### config.mk
export PLATFORM = sky130hd
export DESIGN_NAME = aod_delay_cfg
export DESIGN_NICKNAME = d
export VERILOG_FILES = /design/src/verilog/aod_pkg.sv /design/src/verilog/aod_fifo.sv /design/src/verilog/aod_delay_cfg.sv
export SDC_FILE = /design/constraint.sdc
export NUM_CORES = 1
export LEC_CHECK = 0
export ABC_AREA = 1
export BUFFER_PORTS_ARGS = -buffer_cell sky130_fd_sc_hd__buf_4
export CAP_MARGIN = 10
export CORE_MARGIN = 10
export CORE_UTILIZATION = 40
export DETAILED_ROUTE_END_ITERATION = 8
export HOLD_SLACK_MARGIN = 0.05
export SYNTH_ARGS = -nofsm -noshare
export SYNTH_HDL_FRONTEND = slang
export SYNTH_SLANG_ARGS = --single-unit
### constraint.sdc
create_clock -name clk -period 2.5 [get_ports clk]
set_input_delay 0.125 -clock clk [delete_from_list [all_inputs] [get_ports clk]]
set_output_delay 0.125 -clock clk [all_outputs]
set_load 0.005 [all_outputs]
### src/verilog/aod_pkg.sv
// constants, types and the delay decoder for the audio output delay block
// assumes one 10 MHz clock; the control pins arrive unsynchronised
`default_nettype none

package aod_pkg;

  // ***************************************************************
  // control word addresses and field layout
  // ***************************************************************
  localparam logic [7:0] AOD_ADDR_SPDIF = 8'hec;
  localparam logic [7:0] AOD_ADDR_SERIAL = 8'hed;
  localparam int AOD_ADDR_BITS = 8;
  localparam int AOD_WORD_BITS = 16;
  localparam int AOD_HR_LSB = 8;
  localparam int AOD_TR_LSB = 13;
  localparam int AOD_S48_LSB = 0;
  localparam int AOD_S96_LSB = 8;

  // ***************************************************************
  // delay values in ms and the last linear code of each field
  // ***************************************************************
  localparam logic [8:0] AOD_MS_STEP = 9'h00a;
  localparam logic [8:0] AOD_MAX_882 = 9'h08b;
  localparam logic [8:0] AOD_MAX_96 = 9'h080;
  localparam logic [8:0] AOD_MAX_1764 = 9'h045;
  localparam logic [8:0] AOD_MAX_192 = 9'h040;
  localparam logic [8:0] AOD_MAX_S48 = 9'h100;
  localparam logic [8:0] AOD_MAX_S96 = 9'h080;
  localparam logic [4:0] AOD_HR_LAST = 5'h0c;
  localparam logic [4:0] AOD_TR_LAST = 5'h06;
  localparam logic [4:0] AOD_S48_LAST = 5'h19;
  localparam logic [4:0] AOD_S96_LAST = 5'h0c;

  // ***************************************************************
  // data path
  // ***************************************************************
  localparam int AOD_AUD_W = 24;
  localparam int AOD_FIFO_DEPTH = 16;

  typedef enum logic [1:0] {
    AOD_BAND_BASE = 2'b00,
    AOD_BAND_HIGH = 2'b01,
    AOD_BAND_TOP = 2'b10
  } aod_band_t;

  typedef enum logic [1:0] {
    AOD_PH_IDLE = 2'b00,
    AOD_PH_ADDR = 2'b01,
    AOD_PH_DATA = 2'b10
  } aod_phase_t;

  typedef struct packed {
    logic right;
    logic [AOD_AUD_W-1:0] sample;
  } aod_sample_t;

  typedef struct packed {
    logic sclk;
    logic en;
    logic sdata;
  } aod_pins_t;

  // zero is no delay, 1..last is 10 ms per count, last+1 is the maximum,
  // anything above is no delay again
  function automatic logic [8:0] aod_dly(input logic [4:0] code,
                                         input logic [4:0] last,
                                         input logic [8:0] maxv);
    logic [8:0] res;
    res = 9'h000;
    if (code != 5'h00 && code <= last) begin
      res = 9'(9'(code) * AOD_MS_STEP);
    end else if (code == 5'(last + 5'h01)) begin
      res = maxv;
    end
    return res;
  endfunction

endpackage

`default_nettype wire

### src/verilog/aod_fifo.sv
// sample fifo with valid/ready on both sides
// assumes both sides on clk; flip-flop storage addressed by index
`default_nettype none

module aod_fifo
  import aod_pkg::*;
#(
  parameter int W = 25,
  parameter int D = AOD_FIFO_DEPTH
) (
  input wire logic clk,
  input wire logic rst,
  input wire logic [W-1:0] in_data,
  input wire logic in_valid,
  output logic in_ready,
  output logic [W-1:0] out_data,
  output logic out_valid,
  input wire logic out_ready
);

  localparam int AW = $clog2(D);

  typedef struct packed {
    logic [D-1:0][W-1:0] mem;
    logic [AW-1:0] wp;
    logic [AW-1:0] rp;
    logic [AW:0] cnt;
    logic rdy;
    logic vld;
  } aod_fifo_st_t;

  aod_fifo_st_t st_r, st_nxt;
  logic push, pop;

  // ***************************************************************
  // next state
  // ***************************************************************
  always_comb begin
    st_nxt = st_r;
    push = in_valid & st_r.rdy;
    pop = st_r.vld & out_ready;
    if (push) begin
      st_nxt.mem[st_r.wp] = in_data;
      st_nxt.wp = (st_r.wp == AW'(D - 1)) ? '0 : AW'(st_r.wp + 1'b1);
    end
    if (pop) begin
      st_nxt.rp = (st_r.rp == AW'(D - 1)) ? '0 : AW'(st_r.rp + 1'b1);
    end
    st_nxt.cnt = (AW + 1)'(st_r.cnt + (AW + 1)'(push) - (AW + 1)'(pop));
    st_nxt.rdy = st_nxt.cnt != (AW + 1)'(D);
    st_nxt.vld = st_nxt.cnt != '0;
  end

  always_ff @(posedge clk) begin
    if (rst) begin
      st_r <= '0;
      st_r.rdy <= 1'b1;
    end else begin
      st_r <= st_nxt;
    end
  end

  assign in_ready = st_r.rdy;
  assign out_valid = st_r.vld;
  assign out_data = st_r.mem[st_r.rp];

endmodule

`default_nettype wire

### src/verilog/aod_delay_cfg.sv
// delay configuration for the delayed audio output, written over the
// serial control port, plus the sample path through a 16 word fifo
// assumes clk at 10 MHz, pins asynchronous, band and source inputs
// coming from receiver logic on clk
//
// Notes on behaviour
// - high rate band: 0 none, 1..12 give ten ms per count
// - high rate code 13 gives 139 or 128 ms; 14, 15 none
// - top rate band: 0 none, 1..6 give ten ms per count
// - top rate code 7 gives 69 ms or 64 ms
// - serial input 48k: 0 none, 1..25 give ten ms per count
// - serial 48k code 26 gives 256 ms; 27..31 none
// - serial input 96k: 0 none, 1..12 give ten ms per count
// - serial 96k code 13 gives 128 ms; 14, 15 none
`default_nettype none

module aod_delay_cfg
  import aod_pkg::*;
(
  input wire logic clk,
  input wire logic rst,
  input wire logic ctl_sclk,
  input wire logic ctl_en,
  input wire logic ctl_sdata,
  input wire logic src_serial,
  input wire aod_band_t band,
  input wire logic fam_44k,
  input wire aod_sample_t in_sample,
  input wire logic in_valid,
  output logic in_ready,
  output aod_sample_t delayed_audio_out,
  output logic out_valid,
  input wire logic out_ready,
  output logic [8:0] delay_ms,
  output logic delay_active
);

  typedef struct packed {
    aod_pins_t sy1;
    aod_pins_t sy2;
    aod_pins_t sy3;
    aod_phase_t ph;
    logic [AOD_ADDR_BITS-1:0] addr;
    logic [AOD_WORD_BITS-1:0] word;
    logic [4:0] cnt;
    logic [3:0] high_rate_delay_code;
    logic [2:0] top_rate_delay_code;
    logic [4:0] serial_in_48k_delay_code;
    logic [3:0] serial_in_96k_delay_code;
    logic [8:0] dly;
    logic act;
    logic ovld;
    aod_sample_t odata;
    logic in_rdy;
  } aod_st_t;

  aod_st_t st_r, st_nxt;
  aod_sample_t fifo_data;
  logic fifo_vld, fifo_pop, fifo_rdy;
  logic sclk_rise, en_rise, en_fall;

  // ***************************************************************
  // sample fifo
  // ***************************************************************
  aod_fifo #(
    .W($bits(aod_sample_t)),
    .D(AOD_FIFO_DEPTH)
  ) u_fifo (
    .clk(clk),
    .rst(rst),
    .in_data(in_sample),
    .in_valid(in_valid),
    .in_ready(fifo_rdy),
    .out_data(fifo_data),
    .out_valid(fifo_vld),
    .out_ready(fifo_pop)
  );

  assign fifo_pop = fifo_vld & (~st_r.ovld | out_ready);

  // ***************************************************************
  // next state
  // ***************************************************************
  always_comb begin
    st_nxt = st_r;
    st_nxt.sy1 = '{sclk: ctl_sclk, en: ctl_en, sdata: ctl_sdata};
    st_nxt.sy2 = st_r.sy1;
    st_nxt.sy3 = st_r.sy2;
    sclk_rise = st_r.sy2.sclk & ~st_r.sy3.sclk;
    en_rise = st_r.sy2.en & ~st_r.sy3.en;
    en_fall = ~st_r.sy2.en & st_r.sy3.en;

    // serial control port: address while enable low, data while high
    case (st_r.ph)
      AOD_PH_ADDR: begin
        if (en_rise) begin
          st_nxt.cnt = 5'h00;
          st_nxt.word = '0;
          if (st_r.cnt == 5'(AOD_ADDR_BITS) &&
              (st_r.addr == AOD_ADDR_SPDIF ||
               st_r.addr == AOD_ADDR_SERIAL)) begin
            st_nxt.ph = AOD_PH_DATA;
          end else begin
            st_nxt.ph = AOD_PH_IDLE;
          end
        end else if (sclk_rise) begin
          st_nxt.addr = {st_r.sy2.sdata, st_r.addr[AOD_ADDR_BITS-1:1]};
          if (st_r.cnt != 5'h1f) begin
            st_nxt.cnt = 5'(st_r.cnt + 5'h01);
          end
        end
      end
      AOD_PH_DATA: begin
        if (en_fall) begin
          if (st_r.cnt == 5'(AOD_WORD_BITS)) begin
            if (st_r.addr == AOD_ADDR_SPDIF) begin
              // only the field bits are taken
              st_nxt.high_rate_delay_code = st_r.word[AOD_HR_LSB +: 4];
              st_nxt.top_rate_delay_code = st_r.word[AOD_TR_LSB +: 3];
            end else begin
              st_nxt.serial_in_48k_delay_code =
                st_r.word[AOD_S48_LSB +: 5];
              st_nxt.serial_in_96k_delay_code =
                st_r.word[AOD_S96_LSB +: 4];
            end
          end
          st_nxt.ph = AOD_PH_ADDR;
          st_nxt.cnt = 5'h00;
          st_nxt.addr = '0;
        end else if (sclk_rise) begin
          st_nxt.word = {st_r.sy2.sdata, st_r.word[AOD_WORD_BITS-1:1]};
          if (st_r.cnt <= 5'(AOD_WORD_BITS)) begin
            st_nxt.cnt = 5'(st_r.cnt + 5'h01);
          end
        end
      end
      AOD_PH_IDLE: begin
        if (en_fall) begin
          st_nxt.ph = AOD_PH_ADDR;
          st_nxt.cnt = 5'h00;
          st_nxt.addr = '0;
        end
      end
      default: begin
        st_nxt.ph = AOD_PH_ADDR;
      end
    endcase

    // delay selection for the current source and rate band
    st_nxt.dly = 9'h000;
    if (src_serial) begin
      if (band == AOD_BAND_BASE) begin
        st_nxt.dly = aod_dly(st_r.serial_in_48k_delay_code,
                             AOD_S48_LAST, AOD_MAX_S48);
      end else if (band == AOD_BAND_HIGH) begin
        st_nxt.dly = aod_dly(5'(st_r.serial_in_96k_delay_code),
                             AOD_S96_LAST, AOD_MAX_S96);
      end
    end else if (band == AOD_BAND_HIGH) begin
      st_nxt.dly = aod_dly(5'(st_r.high_rate_delay_code), AOD_HR_LAST,
                           fam_44k ? AOD_MAX_882 : AOD_MAX_96);
    end else if (band == AOD_BAND_TOP) begin
      st_nxt.dly = aod_dly(5'(st_r.top_rate_delay_code), AOD_TR_LAST,
                           fam_44k ? AOD_MAX_1764 : AOD_MAX_192);
    end
    st_nxt.act = st_nxt.dly != 9'h000;

    // output register stage
    if (fifo_pop) begin
      st_nxt.ovld = 1'b1;
      st_nxt.odata = fifo_data;
    end else if (out_ready) begin
      st_nxt.ovld = 1'b0;
    end
    st_nxt.in_rdy = fifo_rdy;
  end

  always_ff @(posedge clk) begin
    if (rst) begin
      st_r <= '0;
      st_r.ph <= AOD_PH_ADDR;
    end else begin
      st_r <= st_nxt;
    end
  end

  assign delay_ms = st_r.dly;
  assign delay_active = st_r.act;
  assign out_valid = st_r.ovld;
  assign delayed_audio_out = st_r.odata;
  assign in_ready = st_r.in_rdy;
endmodule

`default_nettype wire

==> metrics, run 1 <==
post_cts resized=0; Setup Buffers After CTS=0; Mapped Nets=3,187; Leak=10.2 nW; gr usage total=0.201; Register Area=10,200 um^2; compound-cell area share of the yosys netlist=0.247; later-pin clock latency in the skew report=0.64 ns; CTS H-tree lvls=2; clock sink total=507; period utilization=0.908; buffers added on ports=72; WP data required=2.98 ns; share of cells above drive strength 1=0.0904; post-cts hold buffer count=36; status=finished clean; Die X=258 um; worst hold path class=in -> reg; fin. max-slew vios=0; Post-synth top cells=o21ai_0, dfxtp_1, nor2_1; switching power total=7.56 mW; detailed-route DRC error count=0; WS Path Type=reg -> reg; final hold viol count=0; top-area cell type share of the netlist area=0.448; ys async rst share=0; Layout area overhead=14.2%; RSZ-0062 raised after global routing=false; Layout Skew=0.0323 ns; total number of vias=20,800; most common cell in the netlist=o21ai_0; synthesized flop and latch total=507; detailed placement HPWL=39,400 um; synthesized-area fraction occupied by xor and xnor cells=0.00271; pin slew with the least headroom to its limit=0.667 ns; Period minus WS final=2.27 ns; CTS tree=yes; Synth Cell Area=22,600 um^2; Rows=87; setup TNS=0 ns; Max Cap Viol=0; syn avg cell area=7.26 um^2; # nets final=3,134; die area=66,500 um^2; CP startpoint kind=flop; initial drt markers=1,899; Rel. slew slack=0.556; via/cell ratio=5.40; Seq/Total Area, Yosys=0.448; GRT overflow=0; sequential share of power=0.391; Max IR drop VDD=610 uV; simple-gate portion of the synthesized area=0.171; largest area contributor in the netlist=dfxtp_1; largest fanout on the critical path=2; Mapped Cells=3,117; Yosys Warn Count=0; post-synthesis adder-cell area fraction=0.0201; fin util=0.460; initial antenna violation count=0; GP Congestion=0.817; ranking of synthesized cells by area=dfxtp_1, o21ai_0, nor2_1, a21oi_1, inv_1; Die Y=258 um; Fmax=441 MHz; root buf cell=clkbuf_16; post-synthesis mux area share=0; CP endpoint kind=flop; Avg WL per Cell=17.9 um; core area=56,200 um^2; pwr dens=892 nW/um^2; final setup vio count=0; first-pass iteration count of the detailed router=5; # fillers=5,652; Antenna Violating Nets Remaining=0; Post-synth EDFFs=0; WP data arrival=2.75 ns; Bufs on Longest Clock Path=3; Initial Util=0.403; Int Pwr=15.5 mW; CTS Buf Count=54; global-route wire length before repair=108,000 um; synth unique cells=37; io pins=73; dominant synthesized flop cell=dfxtp_1; WL final=69,100 um; clock-pin slew on the worst setup and hold paths=0.06 ns; Clock Power Share=0.351; switching share of power=0.328; main combinational cell family by area after synthesis=compound AO/OA/AOI/OAI gates; multi-input logic area=10,000 um^2; vias in the first global route=19,200; largest net degree at the start of global routing=115; combinational share of power=0.258
[state kept, by name, indices dropped and copies added (netlist names)]
register and flops:
delay_active 1, delay_ms 9, delayed_audio_out 25, in_ready 1, out_valid 1, st_nxt 6
st_r 49, u_fifo.in_ready 1, u_fifo.out_valid 1, u_fifo.st_r 413
[power groups by stage]
stage | combinational, mW | clock (mW) | sequential, mW
after floorplan | 4.26 | 0 | 8.95
after detailed placement | 5.84 | 0 | 9.18
after CTS | 5.91 | 8.26 | 9.01
after global routing | 6.61 | 8.59 | 9.07
after global placement | 5.74 | 0 | 9.17
final | 5.95 | 8.10 | 9.02
[cell type report]
class | instances | area share
Inverter | 332 | 0.0488
Timing Repair Buffer | 171 | 0.0652
Clock buffer | 84 | 0.0617
Antenna cell | 1 | 0.0000968
Multi-Input combinational cell | 1998 | 0.387
Sequential cell | 507 | 0.393
Clock inverter | 15 | 0.00769
Tap cell | 756 | 0.0366
[path summary, 6_finish.rpt]
check                           startpoint  cells past startpoint  slack (ns)         endpoint
worst min register to register  st_nxt[88]                      2        0.42       st_nxt[85]
worst max-delay path             out_valid                     14        0.23  u_fifo.in_ready
worst max register to register   out_valid                     14        0.23  u_fifo.in_ready
worst min-delay path                ctl_en                      4        0.28       st_nxt[88]
[per-layer routing]
| layer | routed length [um] | share of wire | vias to the layer above | GRT usage |
|---|---|---|---|---|
| li1 | - | - | 10200 | - |
| met1 | 31500 | 0.46 | 9776 | 0.276 |
| met2 | 31200 | 0.45 | 733 | 0.318 |
| met3 | 4460 | 0.065 | 126 | 0.0278 |
| met4 | 1970 | 0.029 | 0 | 0.0727 |
| met5 | 0 | 0 | - | 0 |
[critical path, cell delays in order, from the launching register on]
cell,delay (ns)
dfxtp_1,0.33
nand2_1,0.07
nand2_1,0.10
inv_2,0.05
ha_1,0.27
inv_1,0.04
ha_1,0.19
fa_1,0.41
nand2_1,0.09
nand2_1,0.05
a21oi_1,0.17
xor2_1,0.16
nand2_1,0.08
inv_1,0.08
nand2_1,0.06
[cells in the final DEF (no fill, tap or decap), drive strengths merged, types with 30 or more instances in the layout]
cell,Yosys,final
clkbuf,202,84
o211ai,127,127
dfxtp,507,507
dlygate4sd3,0,36
nand3,222,222
nand2,202,202
ha,30,30
inv,327,330
a21oi,359,359
o21ai,534,534
nor2,475,475
buf,78,135
[logic make-up after synthesis]
kind of cell,count (synthesis)
fa+ha+maj,34
flops,507
buf+inv,612
compound gates,1033
xor+xnor,7
simple gates,924
[through the flow]
step	setup slack, ns	power, mW	std cells	instance area [um^2]	hold WS, ns
after floorplan	0.00732	13.2	3117	22600	0.232
after global placement	0.249	14.9	3728	23700	0.355
after detailed placement	0.235	15.0	3728	23700	0.361
after CTS	0.193	23.2	3863	25900	0.269
after global routing	0.0223	24.3	3863	25900	0.305
final	0.230	23.1	3864	25900	0.282
No activity file was read; power rests on OpenSTA's default activity.
==> inputs of run 2 (changes only) <==
==> constraint.sdc (replaced) <==
create_clock -name clk -period 2.5 [get_ports clk]
set_input_delay 0.25 -clock clk [delete_from_list [all_inputs] [get_ports clk]]
set_output_delay 0.25 -clock clk [all_outputs]
set_load 0.005 [all_outputs]
==> run 2 against run 1 <==
Cell count is 0.16% lower. Flip-flop and latch count stayed put. Global-route usage is 0.45 points lower. Count of clock-buffer cells in the layout is 1 lower. Combinational power is 1% lower. Non-clock buffer count is 4 lower. Largest cell class unchanged. Worst setup slack worse by 0.019 ns.
==> metrics, run 2 (synthesis results as in run 1) <==
post-cts hold buffer count=31; Worst R2R Setup Slack=0.23 ns; crit-path max cell delay=0.54 ns; M2 GR Usage=0.315; worst hold path class=in -> reg; Antenna Violating Nets Remaining=0; core area=56,200 um^2; Bufs on Longest Clock Path=3; global-route wire length before repair=106,000 um; setup TNS=0 ns; total number of vias=20,700; Period minus WS final=2.29 ns; die area=66,500 um^2; most frequent cells in the layout=o21ai_0, dfxtp_1, nor2_1, a21oi_1, inv_1; root buf cell=clkbuf_16; pin slew with the least headroom to its limit=0.780 ns; CP startpoint kind=input port; GRT overflow=0; met3 Usage GRT=0.0341; WP data required=2.98 ns; later-pin clock latency in the skew report=0.62 ns; Max IR drop VDD=647 uV; Worst R2R Start=out_valid; buffers added on ports=72; clock sink total=507; number of flip-flops in the largest register=413; WL final=67,700 um; Max Cap Viol=0; detailed placement HPWL=38,500 um; Final WS setup=0.211 ns; # nets final=3,131; Avg WL per Cell=17.6 um; Initial Util=0.403; CP endpoint kind=flop; GR peak layer=met2; CTS Buf Count=55; met1 GRT Util=0.265; Levels on crit path=17; n_diodes=0; CTS tree=yes; WP data arrival=2.77 ns; Top delay family on crit path=buffers and inverters; Rows=87; Top reg by flops=u_fifo.st_r; Leak=10.3 nW; Critical-path top delay cell=dlygate4sd3_1; WS Path Type=in -> reg; most used cell, CP=nand2_1; first-pass iteration count of the detailed router=7; Die X=258 um; Rel. slew slack=0.480; CTS H-tree lvls=2; Critical Path Sink=u_fifo.in_ready; Total Power=23.2 mW; commonest non-fill, non-tap cell in the layout=o21ai_0; detailed-route DRC error count=0; worst-case reg-to-reg path depth=14; clock-pin slew on the worst setup and hold paths=0.06 ns; initial antenna violation count=1; Setup Buffers After CTS=0; fin. max-slew vios=0; largest fanout on the critical path=2; FF-to-FF End=u_fifo.in_ready; Min Hold Slack=0.0690 ns; Layout Skew=0.0178 ns; largest net degree at the start of global routing=106; Fmax=437 MHz; status=finished clean; Cells after DPL=3,729; CP bufs+invs=6; crit path cell chain=dlygate4sd3_1 -> buf_4 -> inv_1 -> nand2_1 -> nand2_1 -> inv_2 -> ha_1 -> inv_1 -> ha_1 -> fa_1 -> nand2_1 -> nand2_1 -> a21oi_1 -> xor2_1 -> nand2_1 -> inv_1 -> nand2_1; Critical path origin=out_ready; io pins=73; Layout area overhead=14.3%; RSZ-0062 raised after global routing=false; share of cells above drive strength 1=0.0916; post_cts resized=0; gr usage total=0.197; Die Y=258 um; vias in the first global route=19,100; hold depth=5; via/cell ratio=5.36; final setup vio count=0; GP Congestion=0.814; pwr dens=897 nW/um^2; fin cells=3,858; period utilization=0.916; final hold viol count=0; pre-CTS setup slack=0.169 ns; initial drt markers=2,012
## run 2: cell types whose count changed in the layout (fill, tap and decap cells not counted), sizes merged
cell         change
bufinv           +1
inv              -1
diode            -1
buf              +1
clkbuf           -1
dlygate4sd3      -5
## run 2: worst min path at each step
stage,startpoint,endpoint,slack (ns)
6_report,fam_44k,delay_ms[0],0.07
5_1_grt,fam_44k,delay_ms[0],0.07
4_1_cts,fam_44k,delay_ms[0],0.05
3_5_place_dp,st_nxt[89],st_nxt[86],0.41
3_3_place_gp,st_nxt[89],st_nxt[86],0.40
2_1_floorplan,ctl_sdata,st_nxt[87],0.36
## run 2: layout make-up
| class | count | area [um^2] |
|---|---|---|
| Fill cell | 5643 | 30300 |
| Sequential cell | 507 | 10200 |
| Multi-Input combinational cell | 1998 | 10000 |
| Timing Repair Buffer | 167 | 1660 |
| Clock buffer | 83 | 1660 |
| Inverter | 332 | 1260 |
| Tap cell | 756 | 946 |
| Clock inverter | 15 | 199 |
## run 2: metrics by stage
step	util	cell area, um^2
final	0.461	25900
after detailed placement	0.422	23700
after global routing	0.461	25900
after global placement	0.422	23700
after floorplan	-	22600
after CTS	0.461	25900
## run 2: tightest hold or removal path: stages
cell and delay [ns]:
buf_4 0.12, nand3_1 0.07, a21oi_1 0.10, inv_1 0.05, nor2_1 0.04
## run 2: per-layer routing
layer | up-vias | part of all wire
li1 | 10200 | -
met1 | 9671 | 0.45
met2 | 687 | 0.45
met3 | 127 | 0.073
met4 | 2 | 0.025
met5 | - | 0.00019
## run 2: power by group
| group | switching, mW | total, mW | internal (mW) |
|---|---|---|---|
| Combinational | 3.71 | 5.89 | 2.18 |
| Clock | 3.36 | 8.33 | 4.97 |
| Sequential | 0.399 | 9.00 | 8.60 |
